--- src/lane_align_defines.vh ---
// Constants for the lane alignment monitor and link initialization controllers
`ifndef LANE_ALIGN_DEFINES_VH
`define LANE_ALIGN_DEFINES_VH

`define CLK_PERIOD_PS 4000
`define QUIET_TIME_US 120
`define PROBE_TIME_MS 12
`define QUIET_CYCLES ((`QUIET_TIME_US * 1000000) / `CLK_PERIOD_PS)
`define PROBE_CYCLES ((`PROBE_TIME_MS * 1000000) / (`CLK_PERIOD_PS / 1000))
`define TIMER_W 24
`define ALIGN_TARGET 3'h4
`define ACNT_W 3

// Alignment monitor states
`define AL_UNALIGNED 3'h0
`define AL_UNALIGNED_1 3'h1
`define AL_UNALIGNED_2 3'h2
`define AL_LOCKED 3'h3
`define AL_RECOVER_1 3'h4
`define AL_RECOVER_2 3'h5
`define AL_RECOVER_3 3'h6

// Init controller states
`define IN_QUIET 3'h0
`define IN_SEARCH 3'h1
`define IN_PROBE 3'h2
`define IN_SINGLE 3'h3
`define IN_PRIMARY 3'h4
`define IN_ALTERNATE 3'h5
`define IN_QUAD 3'h6

// Transmit symbol selects
`define TX_IDLE 2'h0
`define TX_CONTROL 2'h1
`define TX_PACKET 2'h2

`endif

--- src/link_init_ctrl.v ---
// Link initialization controller for a single-lane or dual-width serial port
`timescale 1ns/1ps
`default_nettype none
`include "lane_align_defines.vh"

module link_init_ctrl #(
    parameter QUAD_CAPABLE = 1,
    parameter [`TIMER_W-1:0] QUIET_COUNT = `QUIET_CYCLES,
    parameter [`TIMER_W-1:0] PROBE_COUNT = `PROBE_CYCLES
) (
    input wire core_clk,
    input wire resetn,
    input wire reinit_request,
    input wire single_lane_override,
    input wire alt_lane_override,
    input wire [3:0] lane_locked,
    input wire column_valid,
    input wire [3:0] lane_marker,
    input wire tx_control_valid,
    input wire tx_packet_valid,
    output reg link_up,
    output reg quad_mode,
    output reg alt_lane_select,
    output reg lane02_drive_en,
    output reg lane13_drive_en,
    output reg [1:0] tx_select,
    output reg tx_control_taken,
    output reg tx_packet_taken,
    output reg all_lanes_locked,
    output reg column_mismatch,
    output reg full_marker_column
);

    ////////////////////////////////////////////////////////////////////////////////
    // Alignment monitor, present only on quad-capable ports

    wire mon_locked;
    wire mon_mismatch;
    wire mon_full;
    wire every_lane_locked;

    assign every_lane_locked = &lane_locked;

    generate
        if (QUAD_CAPABLE != 0) begin : g_align
            lane_align_monitor u_align (
                .core_clk(core_clk),
                .resetn(resetn),
                .column_valid(column_valid),
                .lane_marker(lane_marker),
                .every_lane_locked(every_lane_locked),
                .all_lanes_locked(mon_locked),
                .column_mismatch(mon_mismatch),
                .full_marker_column(mon_full)
            );
        end else begin : g_no_align
            assign mon_locked = 1'b0;
            assign mon_mismatch = 1'b0;
            assign mon_full = 1'b0;
        end
    endgenerate

    ////////////////////////////////////////////////////////////////////////////////
    // Quiet and probe timers

    reg [2:0] state_q;
    reg [2:0] state_d;
    reg [`TIMER_W-1:0] quiet_cnt_q;
    reg [`TIMER_W-1:0] probe_cnt_q;
    wire quiet_en;
    wire probe_en;
    wire quiet_interval_elapsed;
    wire probe_window_elapsed;

    assign quiet_en = (state_q == `IN_QUIET);
    assign probe_en = (state_q == `IN_PROBE);
    assign quiet_interval_elapsed = (quiet_cnt_q >= QUIET_COUNT);
    assign probe_window_elapsed = (probe_cnt_q >= PROBE_COUNT);

    function [`TIMER_W-1:0] timer_next;
        input en;
        input [`TIMER_W-1:0] cnt;
        input [`TIMER_W-1:0] limit;
        begin
            if (!en) begin
                timer_next = {`TIMER_W{1'b0}};
            end else if (cnt >= limit) begin
                timer_next = cnt;
            end else begin
                timer_next = cnt + {{(`TIMER_W-1){1'b0}}, 1'b1};
            end
        end
    endfunction

    always @(posedge core_clk) begin
        if (!resetn || reinit_request) begin
            quiet_cnt_q <= {`TIMER_W{1'b0}};
            probe_cnt_q <= {`TIMER_W{1'b0}};
        end else begin
            quiet_cnt_q <= timer_next(quiet_en, quiet_cnt_q, QUIET_COUNT);
            probe_cnt_q <= timer_next(probe_en, probe_cnt_q, PROBE_COUNT);
        end
    end

    ////////////////////////////////////////////////////////////////////////////////
    // Initialization state machine

    function is_link_state;
        input [2:0] st;
        begin
            is_link_state = (st == `IN_SINGLE) || (st == `IN_PRIMARY)
                || (st == `IN_ALTERNATE) || (st == `IN_QUAD);
        end
    endfunction

    always @* begin
        state_d = state_q;
        case (state_q)
            `IN_QUIET: begin
                if (quiet_interval_elapsed) begin
                    state_d = `IN_SEARCH;
                end
            end
            `IN_SEARCH: begin
                if (QUAD_CAPABLE == 0) begin
                    if (lane_locked[0]) begin
                        state_d = `IN_SINGLE;
                    end
                end else if (lane_locked[0] || lane_locked[2]) begin
                    state_d = `IN_PROBE;
                end
            end
            `IN_PROBE: begin
                if (mon_locked && !single_lane_override) begin
                    state_d = `IN_QUAD;
                end else if (probe_window_elapsed) begin
                    if (lane_locked[0] && !alt_lane_override) begin
                        state_d = `IN_PRIMARY;
                    end else if (alt_lane_override || lane_locked[2]) begin
                        state_d = `IN_ALTERNATE;
                    end else begin
                        state_d = `IN_QUIET;
                    end
                end
            end
            `IN_SINGLE: begin
                if (!lane_locked[0]) begin
                    state_d = `IN_QUIET;
                end
            end
            `IN_PRIMARY: begin
                if (!lane_locked[0]) begin
                    state_d = `IN_QUIET;
                end
            end
            `IN_ALTERNATE: begin
                if (!lane_locked[2]) begin
                    state_d = `IN_QUIET;
                end
            end
            `IN_QUAD: begin
                if (!mon_locked || !every_lane_locked) begin
                    state_d = `IN_QUIET;
                end
            end
            default: state_d = `IN_QUIET;
        endcase
        if (reinit_request) begin
            state_d = `IN_QUIET;
        end
    end

    ////////////////////////////////////////////////////////////////////////////////
    // Registered outputs and transmit arbitration

    reg link_d;
    reg [1:0] tx_sel_d;

    always @* begin
        link_d = is_link_state(state_d);
        tx_sel_d = `TX_IDLE;
        if (link_d) begin
            if (tx_control_valid) begin
                tx_sel_d = `TX_CONTROL;
            end else if (tx_packet_valid) begin
                tx_sel_d = `TX_PACKET;
            end
        end
    end

    always @(posedge core_clk) begin
        if (!resetn) begin
            state_q <= `IN_QUIET;
            link_up <= 1'b0;
            quad_mode <= 1'b0;
            alt_lane_select <= 1'b0;
            lane02_drive_en <= 1'b0;
            lane13_drive_en <= 1'b0;
            tx_select <= `TX_IDLE;
            tx_control_taken <= 1'b0;
            tx_packet_taken <= 1'b0;
            all_lanes_locked <= 1'b0;
            column_mismatch <= 1'b0;
            full_marker_column <= 1'b0;
        end else begin
            state_q <= state_d;
            link_up <= link_d;
            quad_mode <= (state_d == `IN_QUAD);
            alt_lane_select <= (state_d == `IN_ALTERNATE);
            lane02_drive_en <= (state_d != `IN_QUIET);
            lane13_drive_en <= (QUAD_CAPABLE != 0) && (state_d != `IN_QUIET)
                && (state_d != `IN_SEARCH);
            tx_select <= tx_sel_d;
            tx_control_taken <= (tx_sel_d == `TX_CONTROL);
            tx_packet_taken <= (tx_sel_d == `TX_PACKET);
            all_lanes_locked <= mon_locked;
            column_mismatch <= mon_mismatch;
            full_marker_column <= mon_full;
        end
    end

endmodule // link_init_ctrl

`default_nettype wire

--- src/lane_align_monitor.v ---
// Four-lane column alignment monitor with marker hysteresis
`timescale 1ns/1ps
`default_nettype none
`include "lane_align_defines.vh"

module lane_align_monitor (
    input wire core_clk,
    input wire resetn,
    input wire column_valid,
    input wire [3:0] lane_marker,
    input wire every_lane_locked,
    output reg all_lanes_locked,
    output reg column_mismatch,
    output reg full_marker_column
);

    reg [2:0] state_q;
    reg [2:0] state_d;
    reg [`ACNT_W-1:0] full_cnt_q;
    reg [`ACNT_W-1:0] full_cnt_d;
    reg [`ACNT_W-1:0] mis_cnt_q;
    reg [`ACNT_W-1:0] mis_cnt_d;
    wire full_col;
    wire mis_col;

    assign full_col = column_valid & (&lane_marker);
    assign mis_col = column_valid & (|lane_marker) & ~(&lane_marker);

    always @* begin
        state_d = state_q;
        full_cnt_d = full_cnt_q;
        mis_cnt_d = mis_cnt_q;
        case (state_q)
            `AL_UNALIGNED: begin
                full_cnt_d = {`ACNT_W{1'b0}};
                if (every_lane_locked && full_col) begin
                    state_d = `AL_UNALIGNED_1;
                    full_cnt_d = {{(`ACNT_W-1){1'b0}}, 1'b1};
                end
            end
            `AL_UNALIGNED_1, `AL_UNALIGNED_2: begin
                if (!every_lane_locked || mis_col) begin
                    state_d = `AL_UNALIGNED;
                end else if (full_col) begin
                    full_cnt_d = full_cnt_q + 3'h1;
                    if (full_cnt_d == `ALIGN_TARGET) begin
                        state_d = `AL_LOCKED;
                    end else begin
                        state_d = `AL_UNALIGNED_2;
                    end
                end
            end
            `AL_LOCKED: begin
                mis_cnt_d = {`ACNT_W{1'b0}};
                full_cnt_d = {`ACNT_W{1'b0}};
                if (!every_lane_locked) begin
                    state_d = `AL_UNALIGNED;
                end else if (mis_col) begin
                    state_d = `AL_RECOVER_1;
                    mis_cnt_d = {{(`ACNT_W-1){1'b0}}, 1'b1};
                end
            end
            `AL_RECOVER_1, `AL_RECOVER_2, `AL_RECOVER_3: begin
                if (!every_lane_locked || mis_col) begin
                    state_d = `AL_UNALIGNED;
                end else if (full_col) begin
                    full_cnt_d = full_cnt_q + 3'h1;
                    if (full_cnt_d == `ALIGN_TARGET) begin
                        state_d = `AL_LOCKED;
                    end else if (state_q == `AL_RECOVER_1) begin
                        state_d = `AL_RECOVER_2;
                    end else begin
                        state_d = `AL_RECOVER_3;
                    end
                end
            end
            default: state_d = `AL_UNALIGNED;
        endcase
    end

    always @(posedge core_clk) begin
        if (!resetn) begin
            state_q <= `AL_UNALIGNED;
            full_cnt_q <= {`ACNT_W{1'b0}};
            mis_cnt_q <= {`ACNT_W{1'b0}};
            all_lanes_locked <= 1'b0;
            column_mismatch <= 1'b0;
            full_marker_column <= 1'b0;
        end else begin
            state_q <= state_d;
            full_cnt_q <= full_cnt_d;
            mis_cnt_q <= mis_cnt_d;
            all_lanes_locked <= (state_d != `AL_UNALIGNED) && (state_d != `AL_UNALIGNED_1)
                && (state_d != `AL_UNALIGNED_2);
            column_mismatch <= mis_col;
            full_marker_column <= full_col;
        end
    end

endmodule // lane_align_monitor

`default_nettype wire

--- config.mk ---
export PLATFORM = sky130hd
export DESIGN_NAME = link_init_ctrl
export DESIGN_NICKNAME = d
export VERILOG_FILES = /design/src/link_init_ctrl.v /design/src/lane_align_monitor.v
export VERILOG_INCLUDE_DIRS = /design/src
export SDC_FILE = /design/constraint.sdc
export NUM_CORES = 1
export LEC_CHECK = 0
export BUFFER_PORTS_ARGS = -buffer_cell sky130_fd_sc_hd__buf_4
export CORE_AREA = 2 2 121 123
export DETAILED_ROUTE_END_ITERATION = 10
export DIE_AREA = 0 0 123 125
export GPL_ROUTABILITY_DRIVEN = 0
export REMOVE_ABC_BUFFERS = 1
export SLEW_MARGIN = 20
export SYNTH_ARGS = -nofsm -noshare
export SYNTH_HDL_FRONTEND = slang
export SYNTH_SLANG_ARGS = --single-unit
--- constraint.sdc ---
create_clock -name core_clk -period 2.04 [get_ports core_clk]
set_input_delay 0.51 -clock core_clk [delete_from_list [all_inputs] [get_ports core_clk]]
set_output_delay 0.51 -clock core_clk [all_outputs]
set_load 0.005 [all_outputs]
==> flow_summary.ini <==
[routing]
ant_nets = 0
drt-pass1-iter-count = 4
route.detailed.drc = 0
met1_length_mm = 3.34
wl_met2_mm = 3.28
top_layer = met4
drtIter0Drc = 230
viasPerCell = 4.53
wl_per_cell_um = 11.6
vias = 2706
finalWirelength_mm = 6.91
wl_met3_um = 221

[floorplanning]
rows = 44
start_util = 0.233
die-area_um2 = 15400
ioPinCount = 28
fp.coreArea_um2 = 14200
chipWidth_um = 123
die_h_um = 125

[sta]
fin_crit_ps = 1880
relSlewSlack = 0.515
rsz0062_at_grt = no
fmax_mhz = 532
skew_ps = 7.22
layout_setup_ws_ps = 160
hold_viol = 0
drv_slew = 0
final-setup-viol-count = 0
worst_pin_slew_ps = 728
post-route-period-util = 0.922
fin_tns_setup_ps = 0
fin_hold_ws_ps = 406

[yosys]
yosys_warnings = 0
synth_seq_cells = 72
synth_common_cells = 72 x dfxtp_1, 51 x nor2_1, 22 x nand2_1
yosysTopAreaCell = dfxtp_1
ys.flop_type = dfxtp_1
async_flop_share = 0
netlist_area_um2 = 3310
synth_most_common_cell = dfxtp_1
avgSynthCellArea_um2 = 8.86
yosysSeqAreaShare = 0.435
synth_area_leaders = dfxtp_1 44%, nor2_1 5.8%, xor2_1 5.3%, and2_1 3.8%, xnor2_1 3.4%
postSynthCellCount = 374
synth_edf_count = 0
synth_top_area_frac = 0.435
yosysUniqueCellTypes = 53

[power]
leakage_uw = 0.00144
p_per_area_nw_per_um2 = 707
peakVddDrop_mv = 0.401

[layout]
area_growth_pct = 21.8
layout-drive-gt1-share = 0.160
antenna_cells = 0
nets = 432

[setup_path]
crit_buf_inv = 0
cp_top_family = simple AND/OR/NAND/NOR gates
worst-setup-path-type = register to register
crit_path_max_incr_delay_ps = 320
cp-start-kind = register
required_ps = 2240
critical_path.cell_chain = nor4_2 > nand3_1 > a211oi_1 > o32ai_2 > nor2b_1 > o31ai_1
cp.arrival_ps = 2080
end_kind = register
path_max_fanout = 4
slowest_stage = a211oi_1

[hold_path]
hp-class = primary input to register

[cts]
cts_tree = built
postCtsSetupBuffers = 0
clk_pin_slew_ps = 50
cts-root-buf = clkbuf_16
hold_buffers = 0
cts_max_level = 3
cts.sinks = 72
cts_made_buffers = 9
cts_buffer_depth = 2
clkLatencyLatePin_ps = 330

[grt]
grt_pass1_wl_mm = 11.8
grt_max_degree = 22
grt_pass1_vias = 2623
antenna_found_initial = 0
grt_overflow = 0
grtUsageTotal = 0.0937

[placement]
dp_hpwl_mm = 5.01
place_ws_ps = 94.3
portBuffers = 27

[run]
maxCapViolCount = 0

[outcome]
status = complete, no violations
## what timing repair did
| item | 4_1_cts | 5_1_grt |
|---|---|---|
| endpoints found under the hold margin | 0 | 0 |
| endpoints found under the setup margin | 0 | 2 |
| resized for setup | 0 | 1 |
## worst register-to-register path, stage by stage, from the launching register on
cell and delay [ps]:
dfxtp_1 310, nor4_2 280, nand3_1 270, a211oi_1 320, o32ai_2 150, nor2b_1 290, o31ai_1 130
## report_power, final
part           switching [uW]  total [uW]  internal, uW
combinational            36.4        70.1          33.7
clock                     528        1370           840
sequential               3.04        1410          1410
total                     567        2850          2290
## cell type report
| cell class | instances | area, um2 |
|---|---|---|
| fillers | 1493 | 10200 |
| multi-input cells | 272 | 1750 |
| flip-flops and latches | 72 | 1440 |
| repair buffers | 39 | 293 |
| clock buffers | 13 | 250 |
| well taps | 184 | 230 |
| inverters | 16 | 60.1 |
| clock inverters | 1 | 5.00 |
## cells in the final DEF (no fill, tap or decap), drive strengths merged, types with 10 or more instances in the layout
cell type   n
and3       10
nand2      22
clkbuf     13
dfxtp      72
inv        16
and2       20
nand4      17
a21oi      18
buf        39
xnor2      13
nor2       52
xor2       20
nand3      17
## per-layer routing
| layer | GRT usage | up-vias |
|---|---|---|
| li1 | - | 1379 |
| met1 | 0.121 | 1282 |
| met2 | 0.151 | 38 |
| met3 | 0.0214 | 7 |
| met4 | 0.0361 | 0 |
| met5 | 0 | - |
## metrics by stage
| step | power, uW | instances | utilization | cell area (um2) |
|---|---|---|---|---|
| after detailed placement | 1520 | 583 | 0.266 | 3770 |
| after floorplan | 1470 | 360 | - | 3250 |
| final | 2850 | 597 | 0.284 | 4030 |
| after global routing | 2970 | 597 | 0.284 | 4030 |
| after global placement | 1510 | 583 | 0.266 | 3770 |
| after CTS | 2890 | 597 | 0.283 | 4030 |
## path summary, 6_finish.rpt
| path | slack [ps] | depth (start not counted) | start | end |
|---|---|---|---|---|
| worst max-delay path | 160 | 6 | quiet_cnt_q[17] | tx_select[1] |
| worst min-delay path | 410 | 2 | tx_control_valid | tx_control_taken |
| worst max register to register | 160 | 6 | quiet_cnt_q[17] | tx_select[1] |
| worst min register to register | 440 | 1 | g_align.u_align.column_mismatch | column_mismatch |
## logic make-up (layout without fill, tap and decap cells)
logic type / after synthesis / after routing / share of synthesized area
muxes: 2 / 2 / 0.00604
adders and majority gates: 6 / 6 / 0.0227
buffers and inverters: 30 / 69 / 0.0374
and+or+nand+nor: 177 / 177 / 0.286
xor gates and xnor gates: 33 / 33 / 0.0873
DFF: 72 / 72 / 0.435
AOI/OAI and AO/OA: 54 / 54 / 0.126
## registers in the layout, summed over array words and instances (netlist names), 2 cells and up
signal / count
probe_cnt_q: 24
quiet_cnt_q: 24
g_align.u_align.full_cnt_q: 3
g_align.u_align.state_q: 3
state_q: 3
tx_select: 2
Note: power is estimated with default switching activity, not from simulation.
